===== config.mk =====
export PLATFORM = sky130hd
export DESIGN_NAME = alm_regs
export DESIGN_NICKNAME = d
export VERILOG_FILES = /design/src/core/alm_pkg.sv /design/src/core/alm_regs.sv /design/src/core/alm_alert_flag.sv
export SDC_FILE = /design/constraint.sdc
export NUM_CORES = 1
export LEC_CHECK = 0
export BUFFER_PORTS_ARGS = -buffer_cell sky130_fd_sc_hd__buf_2
export CAP_MARGIN = 5
export CORE_MARGIN = 2
export CORE_UTILIZATION = 55
export DETAILED_ROUTE_END_ITERATION = 16
export PLACE_DENSITY_LB_ADDON = 0.08
export SYNTH_ARGS = -nofsm -noshare
export SYNTH_HDL_FRONTEND = slang
export SYNTH_HIERARCHICAL = 1
export SYNTH_SLANG_ARGS = --single-unit
export TNS_END_PERCENT = 100

===== constraint.sdc =====
create_clock -name core_clk_i -period 3.2 [get_ports core_clk_i]
set_clock_uncertainty 0.05 [all_clocks]
set_input_delay 0.48 -clock core_clk_i [delete_from_list [all_inputs] [get_ports core_clk_i]]
set_output_delay 0.48 -clock core_clk_i [all_outputs]
set_load 0.02 [all_outputs]

===== src/core/alm_pkg.sv =====
// Function
// - Keep 8-bit under-range limit in bits 11:4; alert when result below it.
// - Keep 8-bit over-range limit in bits 11:4; alert when result above it.
// - Bits 15:12 and 3:0 read zero; master writes zeros there.
// - Raised alert self-clears only once result is inside limit by more than hysteresis.
// - With alert hold set, alerts never self-clear.
// - Lowest register replaced only by a strictly lower result.
// - Writing 0FFFh to lowest register restarts minimum tracking.
// - Highest register replaced only by a strictly higher result.
// - Writing 0000h to highest register restarts maximum tracking.
// - Tracking registers update only in automatic conversion mode.
// - Registers sit at consecutive pointers 03h to 07h, readable and writable.
// - Automatic mode runs whenever the cycle time field is non-zero.
// - Over flag clears below limit minus hyst; under flag above limit plus hyst.
package alm_pkg;
   typedef logic [7:0]  alm_ptr_t;
   typedef logic [15:0] alm_word_t;
   typedef logic [7:0]  alm_code_t;

   localparam alm_ptr_t  ALM_PTR_UNDER  = 8'h03;
   localparam alm_ptr_t  ALM_PTR_OVER   = 8'h04;
   localparam alm_ptr_t  ALM_PTR_HYST   = 8'h05;
   localparam alm_ptr_t  ALM_PTR_LOWEST = 8'h06;
   localparam alm_ptr_t  ALM_PTR_HIGH   = 8'h07;

   localparam int        ALM_FLD_LSB    = 4;
   localparam int        ALM_FLD_MSB    = 11;

   localparam alm_code_t ALM_RST_UNDER  = 8'h00;
   localparam alm_code_t ALM_RST_OVER   = 8'hff;
   localparam alm_code_t ALM_RST_HYST   = 8'h00;
   localparam alm_code_t ALM_RST_LOWEST = 8'hff;
   localparam alm_code_t ALM_RST_HIGH   = 8'h00;

   localparam alm_word_t ALM_LOWEST_CLR = 16'h0fff;
   localparam alm_word_t ALM_HIGH_CLR   = 16'h0000;
   localparam alm_word_t ALM_ZERO_WORD  = 16'h0000;
   localparam logic [2:0] ALM_CYC_OFF   = 3'h0;
endpackage : alm_pkg


===== src/core/alm_regs.sv =====
`timescale 1ns/1ps
`default_nettype none
module alm_regs (
   input  wire logic              core_clk_i,
   input  wire logic              rst_i,
   input  wire logic              ce_i,
   input  wire alm_pkg::alm_ptr_t ptr_i,
   input  wire logic              wr_i,
   input  wire alm_pkg::alm_word_t wdata_i,
   output alm_pkg::alm_word_t     rdata_o,
   output logic                   rhit_o,
   input  wire logic              conv_valid_i,
   input  wire alm_pkg::alm_code_t conv_code_i,
   input  wire logic [2:0]        cycle_time_i,
   input  wire logic              alert_hold_i,
   input  wire logic              clr_over_i,
   input  wire logic              clr_under_i,
   output logic                   over_flag_o,
   output logic                   under_flag_o
);
   import alm_pkg::*;

   alm_code_t under_r, over_r, hyst_r, lowest_r, high_r;
   logic      lowest_fresh_r, high_fresh_r;
   alm_word_t rdata_r;
   logic      rhit_r;

   wire       auto_mode;
   wire       track;
   wire       wr_under, wr_over, wr_hyst, wr_lowest, wr_high;
   wire alm_code_t wfield;
   wire       below_under, above_over;
   wire [8:0] under_plus, over_minus;
   wire       under_rel, over_rel;
   wire       lower_seen, higher_seen;
   wire       lowest_restart, high_restart;
   alm_word_t rd_sel;

   assign auto_mode = (cycle_time_i != ALM_CYC_OFF);
   assign track     = ce_i && conv_valid_i && auto_mode;

   assign wr_under  = wr_i && (ptr_i == ALM_PTR_UNDER);
   assign wr_over   = wr_i && (ptr_i == ALM_PTR_OVER);
   assign wr_hyst   = wr_i && (ptr_i == ALM_PTR_HYST);
   assign wr_lowest = wr_i && (ptr_i == ALM_PTR_LOWEST);
   assign wr_high   = wr_i && (ptr_i == ALM_PTR_HIGH);
   assign wfield    = wdata_i[ALM_FLD_MSB:ALM_FLD_LSB];

   assign below_under = conv_code_i < under_r;
   assign above_over  = conv_code_i > over_r;
   // hysteresis margins, nine bits so no wrap
   assign under_plus  = {1'b0, under_r} + {1'b0, hyst_r};
   assign over_minus  = {1'b0, over_r} - {1'b0, hyst_r};
   assign under_rel   = {1'b0, conv_code_i} > under_plus;
   assign over_rel    = !over_minus[8] && ({1'b0, conv_code_i} < over_minus);

   assign lower_seen  = lowest_fresh_r || (conv_code_i < lowest_r);
   assign higher_seen = high_fresh_r || (conv_code_i > high_r);

   // restart codes; reserved bits arrive as zero, so match the field
   assign lowest_restart = wr_lowest && (wfield == ALM_LOWEST_CLR[ALM_FLD_MSB:ALM_FLD_LSB]);
   assign high_restart   = wr_high && (wfield == ALM_HIGH_CLR[ALM_FLD_MSB:ALM_FLD_LSB]);

   always_ff @(posedge core_clk_i) begin
      if (rst_i) begin
         under_r <= ALM_RST_UNDER;
         over_r  <= ALM_RST_OVER;
         hyst_r  <= ALM_RST_HYST;
      end else if (ce_i) begin
         if (wr_under) under_r <= wfield;
         if (wr_over)  over_r  <= wfield;
         if (wr_hyst)  hyst_r  <= wfield;
      end
   end

   always_ff @(posedge core_clk_i) begin
      if (rst_i) begin
         lowest_r       <= ALM_RST_LOWEST;
         lowest_fresh_r <= 1'b0;
      end else if (ce_i) begin
         if (wr_lowest) begin
            lowest_r       <= wfield;
            lowest_fresh_r <= lowest_restart;
         end else if (track && lower_seen) begin
            lowest_r       <= conv_code_i;
            lowest_fresh_r <= 1'b0;
         end
      end
   end

   always_ff @(posedge core_clk_i) begin
      if (rst_i) begin
         high_r       <= ALM_RST_HIGH;
         high_fresh_r <= 1'b0;
      end else if (ce_i) begin
         if (wr_high) begin
            high_r       <= wfield;
            high_fresh_r <= high_restart;
         end else if (track && higher_seen) begin
            high_r       <= conv_code_i;
            high_fresh_r <= 1'b0;
         end
      end
   end

   alm_alert_flag u_under (
      .core_clk_i (core_clk_i),
      .rst_i      (rst_i),
      .ce_i       (ce_i),
      .sample_i   (ce_i && conv_valid_i),
      .raise_i    (below_under),
      .release_i  (under_rel),
      .hold_i     (alert_hold_i),
      .sw_clear_i (clr_under_i),
      .flag_o     (under_flag_o)
   );

   alm_alert_flag u_over (
      .core_clk_i (core_clk_i),
      .rst_i      (rst_i),
      .ce_i       (ce_i),
      .sample_i   (ce_i && conv_valid_i),
      .raise_i    (above_over),
      .release_i  (over_rel),
      .hold_i     (alert_hold_i),
      .sw_clear_i (clr_over_i),
      .flag_o     (over_flag_o)
   );

   always_comb begin
      rd_sel = ALM_ZERO_WORD;
      case (ptr_i)
         ALM_PTR_UNDER:  rd_sel[ALM_FLD_MSB:ALM_FLD_LSB] = under_r;
         ALM_PTR_OVER:   rd_sel[ALM_FLD_MSB:ALM_FLD_LSB] = over_r;
         ALM_PTR_HYST:   rd_sel[ALM_FLD_MSB:ALM_FLD_LSB] = hyst_r;
         ALM_PTR_LOWEST: rd_sel[ALM_FLD_MSB:ALM_FLD_LSB] = lowest_r;
         ALM_PTR_HIGH:   rd_sel[ALM_FLD_MSB:ALM_FLD_LSB] = high_r;
         default:        rd_sel = ALM_ZERO_WORD;
      endcase
   end

   always_ff @(posedge core_clk_i) begin
      if (rst_i) begin
         rdata_r <= ALM_ZERO_WORD;
         rhit_r  <= 1'b0;
      end else if (ce_i) begin
         rdata_r <= rd_sel;
         rhit_r  <= (ptr_i >= ALM_PTR_UNDER) && (ptr_i <= ALM_PTR_HIGH);
      end
   end

   assign rdata_o = rdata_r;
   assign rhit_o  = rhit_r;
endmodule : alm_regs
`default_nettype wire


===== src/core/alm_alert_flag.sv =====
`timescale 1ns/1ps
`default_nettype none
module alm_alert_flag (
   input  wire logic core_clk_i,
   input  wire logic rst_i,
   input  wire logic ce_i,
   input  wire logic sample_i,
   input  wire logic raise_i,
   input  wire logic release_i,
   input  wire logic hold_i,
   input  wire logic sw_clear_i,
   output logic      flag_o
);
   logic flag_r;
   logic flag_nxt;

   // Set wins over software clear; self-clear only without hold
   assign flag_nxt = (sample_i && raise_i) ? 1'b1 :
                     sw_clear_i ? 1'b0 :
                     (sample_i && release_i && !hold_i) ? 1'b0 : flag_r;

   always_ff @(posedge core_clk_i) begin
      if (rst_i) begin
         flag_r <= 1'b0;
      end else if (ce_i) begin
         flag_r <= flag_nxt;
      end
   end

   assign flag_o = flag_r;
endmodule : alm_alert_flag
`default_nettype wire


==> results.json, run 1 <==
{
  "fmax_ghz": 0.332,
  "fp-row-count": 32,
  "grt.overflow.total": 0,
  "htreeDepth": 2,
  "core-area_mm2": 0.00773,
  "grt_use_met2_pct": 51.9,
  "critical_path_peak_fanout": 2,
  "hold_slack_ns": 0.375,
  "r2r-start": "over_r[0]",
  "nets": 654,
  "initial_utilization_pct": 56.8,
  "pre_cts_ws_ns": 0.112,
  "cp.arrival_ns": 3.15,
  "ys_types": 54,
  "track_usage_pct": 29.9,
  "synthTopCellsByCount": "ha_1 (61), dfxtp_1 (53), nor2_1 (46)",
  "worstPathRequired_ns": 3.33,
  "dieArea_mm2": 0.00871,
  "dp_hpwl_mm": 9.15,
  "fin_ws_ns": 0.185,
  "worstSetupStartpoint": "over_r[0]",
  "n_fill_cell": 698,
  "drive_gt1_share_pct": 17.7,
  "antenna_found_initial": 0,
  "io_buffers": 45,
  "synth-simple-area-share_pct": 17.5,
  "regArea_mm2": 0.00106,
  "wl_per_cell_um": 18.8,
  "top_usage_layer": "met2",
  "syn_avg_cell_area_um2": 8.65,
  "maxCapViolations": 0,
  "clockBufferDepth": 2,
  "ios": 62,
  "fp.dieH_um": 93.3,
  "hold_class": "input pin to register",
  "powerDensity_mw_per_mm2": 307,
  "yosysMostFrequentCell": "ha_1",
  "yosysTopAreaCell": "dfxtp_1",
  "finalHoldViolCount": 0,
  "synth_compound_area_share_pct": 18.8,
  "finalWirelength_mm": 12.3,
  "drt_first_pass_iters": 5,
  "grt_max_degree": 53,
  "worstMarginPinSlew_ns": 0.679,
  "worstPathCellList": "inv_1, ha_1, fa_2, nand2b_1, a21oi_2, or2_2, xnor2_1, ha_1, a21o_1, a211oi_2, a21oi_1, nor4_1, nand3b_1, nand3b_1, a21oi_1",
  "finalCriticalPeriod_ns": 3.01,
  "cts_buffers": 5,
  "seq_area_frac_synth_pct": 24.2,
  "synthMuxAreaShare_pct": 11.2,
  "synth_edf_count": 0,
  "cts_tree": "done",
  "gr-usage-met3_pct": 4.19,
  "drc": 0,
  "endpoint_kind": "register",
  "dieWidth_um": 93.3,
  "tns_ns": 0,
  "diodes": 0,
  "synth_area_mm2": 0.00439,
  "critPathKind": "register to register",
  "crit_path_end": "u_over/flag_o",
  "slew_headroom_pct": 54.7,
  "p_leak_nw": 2.19,
  "grt_util_met1_pct": 37.7,
  "ant_nets": 0,
  "setup_viol": 0,
  "min_path_cells": 3,
  "slew_violations": 0,
  "clkSlewWorstSetupHoldPaths_ns": 0.10,
  "routed_via_density": 5.98,
  "synth_fa_ha_area_share_pct": 18.3,
  "r2r_end": "u_over/flag_o",
  "yosys-top-cells-area": "dfxtp_1 (24%), ha_1 (17%), mux2i_1 (7.3%), nor2_1 (3.9%), inv_1 (3.7%)",
  "place_congestion": 0.935,
  "vias": 3896,
  "synth_top_flop_cell": "dfxtp_1",
  "slowest_stage": "fa_2",
  "multi_input_area_mm2": 0.00303,
  "area_growth_pct": 9.50,
  "synth_seq_cells": 53,
  "grt_pass1_vias": 3856,
  "startpoint_type": "register",
  "yosysWarnings": 6,
  "clkLatencyLatePin_ns": 0.31,
  "status": "completed",
  "placedCellCount": 643,
  "hold_buffers": 0,
  "syn_inst": 507,
  "synth_top_area_share_pct": 24.2,
  "root_buffer": "clkbuf_8",
  "synth_xor_area_share_pct": 2.20,
  "peakVddDrop_mv": 0.163,
  "synthArstFlopShare_pct": 0,
  "period_share_pct": 94.2,
  "critPathMaxStageDelay_ns": 0.36,
  "reg2reg_setup_slack_ns": 0.19,
  "ff2ff_path_depth": 15,
  "cts.sinks": 53,
  "synth_top_family_by_area": "compound AO/OA/AOI/OAI gates",
  "fin_cells": 651,
  "grt_pass1_wl_mm": 20.0,
  "first_iter_violations": 162
}
## metrics by stage
stage                     area [um2]  utilization (%)  total power [mW]
after floorplan                 4410                -             0.891
after global placement          4670             60.4             0.982
after detailed placement        4670             60.4             0.990
after CTS                       4780             61.9              1.47
after global routing            4800             62.2              1.53
final                           4800             62.2              1.47
## critical path: cells and delay by family, from the launching register on
kind,cells,cell delay (ns)
AO/OA/AOI/OAI,5,0.71
AND/OR/NAND/NOR,5,0.78
adder cells (fa/ha/maj),3,0.84
buffers and inverters,1,0.05
flip-flops,1,0.34
XOR/XNOR,1,0.11
## kinds of logic after synthesis
kind of cell	Yosys count
fa+ha+maj	63
buf+inv	72
simple gates	145
flops	53
mux	40
other cells	1
xor+xnor	11
compound gates	122
## registers in the layout, summed over array words and instances (netlist names)
signal,count
high_fresh_r,1
high_r,8
hyst_r,8
lowest_fresh_r,1
lowest_r,8
over_r,8
rdata_o,8
rhit_o,1
u_over/flag_o,1
u_under/flag_o,1
under_r,8
## area by class of cell
type                    count  area share, %
flip-flops and latches     53           22.2
repair buffers             55           6.25
clock buffers               7           1.80
clock inverters             1          0.625
multi-input cells         389           63.1
inverters                  44           3.44
well taps                 102           2.66
## layout by cell type, fill, tap and decap left out, types with 5 or more instances in the layout
cell,synthesis,final
a211oi_1,12,10
a211oi_2,8,10
a21o_1,7,7
a21oi_1,28,27
a22oi_1,10,10
buf_2,4,45
buf_4,11,10
clkbuf_8,0,6
conb_1,1,8
dfxtp_1,53,50
ha_1,61,61
inv_1,43,43
mux2i_1,32,32
mux4_2,7,7
nand2_1,29,29
nand2b_1,7,7
nand3_1,10,10
nand3b_1,5,5
nand4_1,5,5
nor2_1,46,46
nor2b_1,16,16
nor3_1,7,7
o211ai_1,9,9
o21a_1,5,5
o21ai_0,25,23
xnor2_1,5,5
xor2_1,6,6
## routing by layer
| layer | wire length (um) | vias up | part of all wire (%) |
|---|---|---|---|
| li1 | - | 1885 | - |
| met5 | 0 | - | 0 |
| met1 | 5380 | 1862 | 44 |
| met4 | 360 | 0 | 2.9 |
| met3 | 591 | 29 | 4.8 |
| met2 | 5930 | 120 | 48 |
## report_power, final
group	internal (mW)	switching, mW	total, mW
clock network	0.256	0.240	0.496
registers	0.674	0.0151	0.689
logic	0.111	0.178	0.289
## timing repair
| action | CTS | global route |
|---|---|---|
| gates resized for setup | 0 | 9 |
| buffers inserted | 0 | 0 |
| setup endpoints to repair | 0 | 2 |
## worst min path at each step
stage                              start  slack (ns)        endpoint
after global placement    lowest_fresh_r        0.40  lowest_fresh_r
after global routing          clr_over_i        0.37   u_over/flag_o
final                         clr_over_i        0.37   u_over/flag_o
after detailed placement  lowest_fresh_r        0.40  lowest_fresh_r
after CTS                     clr_over_i        0.38   u_over/flag_o
after floorplan           lowest_fresh_r        0.39  lowest_fresh_r
Power figures use the tool's default switching activity.
==> inputs of run 2 (changes only) <==
--- a/config.mk
+++ b/config.mk
@@ -5,12 +5,14 @@
 export SDC_FILE = /design/constraint.sdc
 export NUM_CORES = 1
 export LEC_CHECK = 0
+export ABC_AREA = 1
 export BUFFER_PORTS_ARGS = -buffer_cell sky130_fd_sc_hd__buf_2
 export CAP_MARGIN = 5
 export CORE_MARGIN = 2
 export CORE_UTILIZATION = 55
 export DETAILED_ROUTE_END_ITERATION = 16
 export PLACE_DENSITY_LB_ADDON = 0.08
+export REMOVE_ABC_BUFFERS = 1
 export SYNTH_ARGS = -nofsm -noshare
 export SYNTH_HDL_FRONTEND = slang
 export SYNTH_HIERARCHICAL = 1
==> run 2 against run 1 <==
  * Sequential share of layout area grew 0.15 points
  * Largest power group unchanged
  * Die area fell by 1.3%
  * Total power is 11% lower
  * Clock power fell by 18%
  * Combinational power decreased by 19%
  * Via count up 7.5%
  * Non-clock buffer count up 1
  * Worst setup slack gained 0.058 ns
==> results.json, run 2 <==
{
  "ys_types": 44,
  "yosysTopAreaCell": "dfxtp_1",
  "initial_utilization_pct": 56.3,
  "worstMarginPinSlew_ns": 0.864,
  "finalHoldViolCount": 0,
  "drive_gt1_share_pct": 13.9,
  "r2r_end": "u_under/flag_o",
  "status": "completed",
  "cts.sinks": 53,
  "cts_buffers": 5,
  "endpoint_kind": "register",
  "track_usage_pct": 28.5,
  "grt.overflow.total": 0,
  "synth_seq_cells": 53,
  "synthTopCellsByCount": "nand2_1 (127), inv_1 (81), a21oi_1 (68)",
  "syn_avg_cell_area_um2": 7.01,
  "grt_use_met2_pct": 45.7,
  "core-area_mm2": 0.00769,
  "routed_via_density": 5.47,
  "worstPathRequired_ns": 3.37,
  "first_iter_violations": 203,
  "drt_first_pass_iters": 5,
  "p_leak_nw": 2.41,
  "dp_hpwl_mm": 9.13,
  "fp-row-count": 32,
  "area_growth_pct": 10.0,
  "seq_area_frac_synth_pct": 24.5,
  "peakVddDrop_mv": 0.154,
  "top_usage_layer": "met2",
  "powerDensity_mw_per_mm2": 276,
  "yosysWarnings": 6,
  "synth_edf_count": 0,
  "synth_area_mm2": 0.00433,
  "wl_per_cell_um": 15.2,
  "ant_nets": 0,
  "slew_headroom_pct": 42.3,
  "critPathKind": "register to register",
  "grt_pass1_wl_mm": 19.1,
  "maxCapViolations": 0,
  "hold_buffers": 0,
  "synth_top_flop_cell": "dfxtp_1",
  "setup_viol": 0,
  "grt_pass1_vias": 3832,
  "dieArea_mm2": 0.00859,
  "vias": 4188,
  "cp.arrival_ns": 3.13,
  "rsz0062_at_grt": "false",
  "clkSlewWorstSetupHoldPaths_ns": 0.11,
  "io_buffers": 45,
  "dieWidth_um": 92.7,
  "crit_path_end": "u_under/flag_o",
  "critical_path_peak_fanout": 2,
  "hold_slack_ns": 0.417,
  "fmax_ghz": 0.338,
  "final_core_util_pct": 61.9,
  "grt_max_degree": 27,
  "reg2reg_setup_slack_ns": 0.24,
  "synthArstFlopShare_pct": 0,
  "min_path_cells": 2,
  "period_share_pct": 92.4,
  "antenna_found_initial": 0,
  "fp.dieH_um": 92.7,
  "mostFrequentLayoutCell": "nand2_1",
  "clkLatencyLatePin_ns": 0.32,
  "root_buffer": "clkbuf_8",
  "htreeDepth": 2,
  "clockBufferDepth": 2,
  "regArea_mm2": 0.00106,
  "place_congestion": 0.907,
  "hold_class": "register to register",
  "tns_ns": 0,
  "finalCriticalPeriod_ns": 2.96,
  "startpoint_type": "register",
  "yosys-top-cells-area": "dfxtp_1 (25%), ha_1 (18%), nand2_1 (11%), a21oi_1 (7.9%), inv_1 (7.0%)",
  "final_cell_mix": "nand2_1 (127), inv_1 (81), a21oi_1 (68)",
  "grt_util_met1_pct": 39.9,
  "ios": 62,
  "syn_inst": 617,
  "r2r-start": "hyst_r[0]",
  "diodes": 0,
  "synth_top_area_share_pct": 24.5,
  "gr-usage-met3_pct": 2.93,
  "yosysMostFrequentCell": "nand2_1",
  "multi_input_area_mm2": 0.00286,
  "finalWirelength_mm": 11.7,
  "drc": 0,
  "slew_violations": 0,
  "ff2ff_path_depth": 20,
  "cts_tree": "done",
  "worstSetupStartpoint": "hyst_r[0]",
  "nets": 769,
  "n_fill_cell": 760
}
run 2: how the worst min path moves through the flow:
stage	startpoint	endpoint	slack (ns)
after detailed placement	lowest_r[6]	lowest_r[6]	0.39
after floorplan	lowest_r[1]	lowest_r[1]	0.38
after global routing	high_r[4]	high_r[4]	0.44
after CTS	lowest_r[6]	lowest_r[6]	0.42
after global placement	lowest_r[6]	lowest_r[6]	0.39
final	rdata_o[9]	rdata_o[9]	0.42
run 2: through the flow:
stage                     power [mW]  area [um2]  setup slack, ns  std cells
after floorplan                0.823        4210            0.443        600
after global placement         0.912        4630            0.108        756
after detailed placement       0.918        4630           0.0404        756
after CTS                       1.32        4720           0.0186        764
after global routing            1.37        4760           0.0218        766
final                           1.32        4760            0.243        766
run 2: critical path, cell delays in order, from the launching register on:
cell      delay, ns
dfxtp_1        0.36
ha_1           0.20
inv_1          0.06
fa_2           0.36
o21ai_2        0.17
a21oi_1        0.08
o21bai_1       0.21
xnor2_1        0.15
ha_1           0.26
nand2_1        0.07
inv_1          0.04
nand3_1        0.06
nor2_1         0.04
nor2_1         0.09
nand2_1        0.09
nor3_4         0.22
nand3_1        0.10
nand2_1        0.07
nand2_1        0.05
nand2_1        0.08
a21oi_2        0.05
run 2: final cells by class:
| class | count | share of cell area, % |
|---|---|---|
| flip-flops and latches | 53 | 22.3 |
| inverters | 84 | 6.62 |
| multi-input cells | 463 | 60.0 |
| well taps | 102 | 2.68 |
| repair buffers | 56 | 6.47 |
| clock buffers | 5 | 1.45 |
| clock inverters | 3 | 0.447 |
run 2: repair_timing:
| action | 4_1_cts | 5_1_grt |
|---|---|---|
| endpoints found under the setup margin | 0 | 2 |
| buffers inserted | 0 | 2 |
| resized for setup | 0 | 9 |
run 2: per-layer routing:
layer	part of all wire [%]	up-vias
met5	0	-
met2	44	125
met4	2.1	0
met3	5.0	20
met1	49	1881
li1	-	2162
run 2: kinds of logic (layout without fill, tap and decap cells):
group	count (synthesis)	in the layout	synth area share, %
XOR/XNOR	12	12	2.43
other	1	8	0.0867
AND/OR/NAND/NOR	231	231	24.7
adder cells (fa/ha/maj)	63	63	18.6
flip-flops	53	53	24.5
buffers and inverters	108	148	10.7
AO/OA/AOI/OAI	149	149	19.0
run 2: power by group:
group	leakage, nW	internal, mW	switching (mW)	total [mW]
clock	0.0445	0.156	0.251	0.407
sequential	0.428	0.670	0.00530	0.675
combinational	1.94	0.0763	0.157	0.233
total	2.41	0.902	0.414	1.32
==> inputs of run 3 (changes only) <==
--- a/config.mk
+++ b/config.mk
@@ -8,7 +8,6 @@
 export ABC_AREA = 1
 export BUFFER_PORTS_ARGS = -buffer_cell sky130_fd_sc_hd__buf_2
 export CAP_MARGIN = 5
-export CORE_MARGIN = 2
 export CORE_UTILIZATION = 55
 export DETAILED_ROUTE_END_ITERATION = 16
 export PLACE_DENSITY_LB_ADDON = 0.08
==> run 3 against run 2 <==
  * Sequential power is essentially flat
  * Maximum frequency is essentially flat
  * Critical path depth is the same
  * Highest routed layer unchanged
==> results.json, run 3 (synthesis gave the netlist of run 2 again) <==
{
  "cp.arrival_ns": 3.12,
  "final_cell_mix": "nand2_1 (127), inv_1 (81), a21oi_1 (68)",
  "n_fill_cell": 714,
  "first_iter_violations": 255,
  "drc": 0,
  "worstSetupStartpoint": "under_r[0]",
  "fin_cells": 761,
  "slew_violations": 0,
  "ant_nets": 0,
  "track_usage_pct": 28.9,
  "dieWidth_um": 90.7,
  "worstHoldStart": "lowest_r[6]",
  "core-area_mm2": 0.00741,
  "initial_utilization_pct": 58.4,
  "htreeDepth": 2,
  "finalCriticalPeriod_ns": 2.96,
  "clkLatencyLatePin_ns": 0.32,
  "dp_hpwl_mm": 9.09,
  "placedCellCount": 752,
  "grt_pass1_vias": 3937,
  "pre_cts_ws_ns": 0.0724,
  "worstPathRequired_ns": 3.37,
  "worstMarginPinSlew_ns": 0.909,
  "powerDensity_mw_per_mm2": 279,
  "clockBufferDepth": 2,
  "nets": 767,
  "ios": 62,
  "r2r-start": "under_r[0]",
  "p_sw_mw": 0.417,
  "critical_path_peak_fanout": 2,
  "tns_ns": 0,
  "fp-row-count": 31,
  "antenna_found_initial": 0,
  "p_total_mw": 1.32,
  "finalWirelength_mm": 11.5,
  "dieArea_mm2": 0.00823,
  "comb_power_share_pct": 17.6,
  "grt_max_degree": 34,
  "vias": 4262,
  "reg2reg_setup_slack_ns": 0.24,
  "drt_first_pass_iters": 5,
  "power_frac_clock_pct": 31.3,
  "endpoint_kind": "register",
  "hold_buffers": 0,
  "grt_pass1_wl_mm": 19.0,
  "fmax_ghz": 0.338,
  "startpoint_type": "register",
  "critPathKind": "register to register",
  "mostFrequentLayoutCell": "nand2_1",
  "cts_buffers": 5,
  "finalHoldViolCount": 0,
  "p_int_mw": 0.906,
  "cts_tree": "done",
  "multi_input_area_mm2": 0.00285,
  "place_congestion": 0.903,
  "fp.dieH_um": 90.7,
  "p_leak_nw": 2.40,
  "cts.sinks": 53,
  "wl_per_cell_um": 15.1,
  "area_growth_pct": 9.57,
  "io_buffers": 45,
  "diodes": 0,
  "p_sw_share_pct": 31.5,
  "routed_via_density": 5.60,
  "period_share_pct": 92.4,
  "hold_class": "register to register",
  "p_seq_share_pct": 51.0,
  "root_buffer": "clkbuf_8",
  "regArea_mm2": 0.00106,
  "fin_ws_ns": 0.243,
  "maxCapViolations": 0,
  "drive_gt1_share_pct": 13.3,
  "slew_headroom_pct": 39.3,
  "clkSlewWorstSetupHoldPaths_ns": 0.11,
  "setup_viol": 0,
  "grt.overflow.total": 0,
  "peakVddDrop_mv": 0.201,
  "status": "completed",
  "final_core_util_pct": 64.0
}
## run 3: worst max-delay path, cell delays in order (launching register included)
cell,delay (ns)
dfxtp_1,0.36
ha_1,0.19
inv_1,0.06
fa_1,0.42
o21ai_2,0.18
a21oi_1,0.08
o21bai_1,0.20
xnor2_1,0.15
ha_1,0.27
nand2_1,0.07
inv_1,0.05
nand3_1,0.06
nor2_1,0.04
nor2_1,0.08
nand2_1,0.06
nor3_2,0.21
nand3_1,0.10
nand2_1,0.06
nand2_1,0.04
nand2_1,0.08
a21oi_2,0.05
## run 3: power by group through the flow
stage	clock, mW	combinational [mW]	sequential (mW)
after CTS	0.419	0.229	0.675
after global routing	0.448	0.261	0.676
after global placement	0	0.220	0.690
after floorplan	0	0.133	0.690
final	0.415	0.233	0.675
after detailed placement	0	0.228	0.690
## run 3: final timing paths
kind               endpoint  depth (start not counted)
max          u_under/flag_o                         20
min             lowest_r[6]                          2
max reg2reg  u_under/flag_o                         20
min reg2reg     lowest_r[6]                          2
## run 3: routing by layer
layer | up-vias | part of all wire (%) | GRT usage, %
li1 | 2159 | - | -
met1 | 1912 | 47 | 38.7
met2 | 161 | 44 | 46.9
met3 | 30 | 6.3 | 3.87
met4 | 0 | 2.9 | 10.8
met5 | - | 0 | 0
## run 3: cell type report
cell class	count	area share (%)
clock buffers	5	1.45
clock inverters	3	0.528
inverters	84	6.65
multi-input cells	463	60.2
flip-flops and latches	53	22.4
well taps	99	2.61
repair buffers	54	6.18
## run 3: through the flow
stage	hold WS [ns]	instance area, um2
final	0.417	4740
after CTS	0.421	4710
after global placement	0.388	4620
after global routing	0.439	4740
after floorplan	0.379	4210
after detailed placement	0.393	4620
## run 3: what timing repair did
action,4_1_cts,5_1_grt
resized for setup,0,7
endpoints found under the setup margin,0,2
setup buffers,0,1
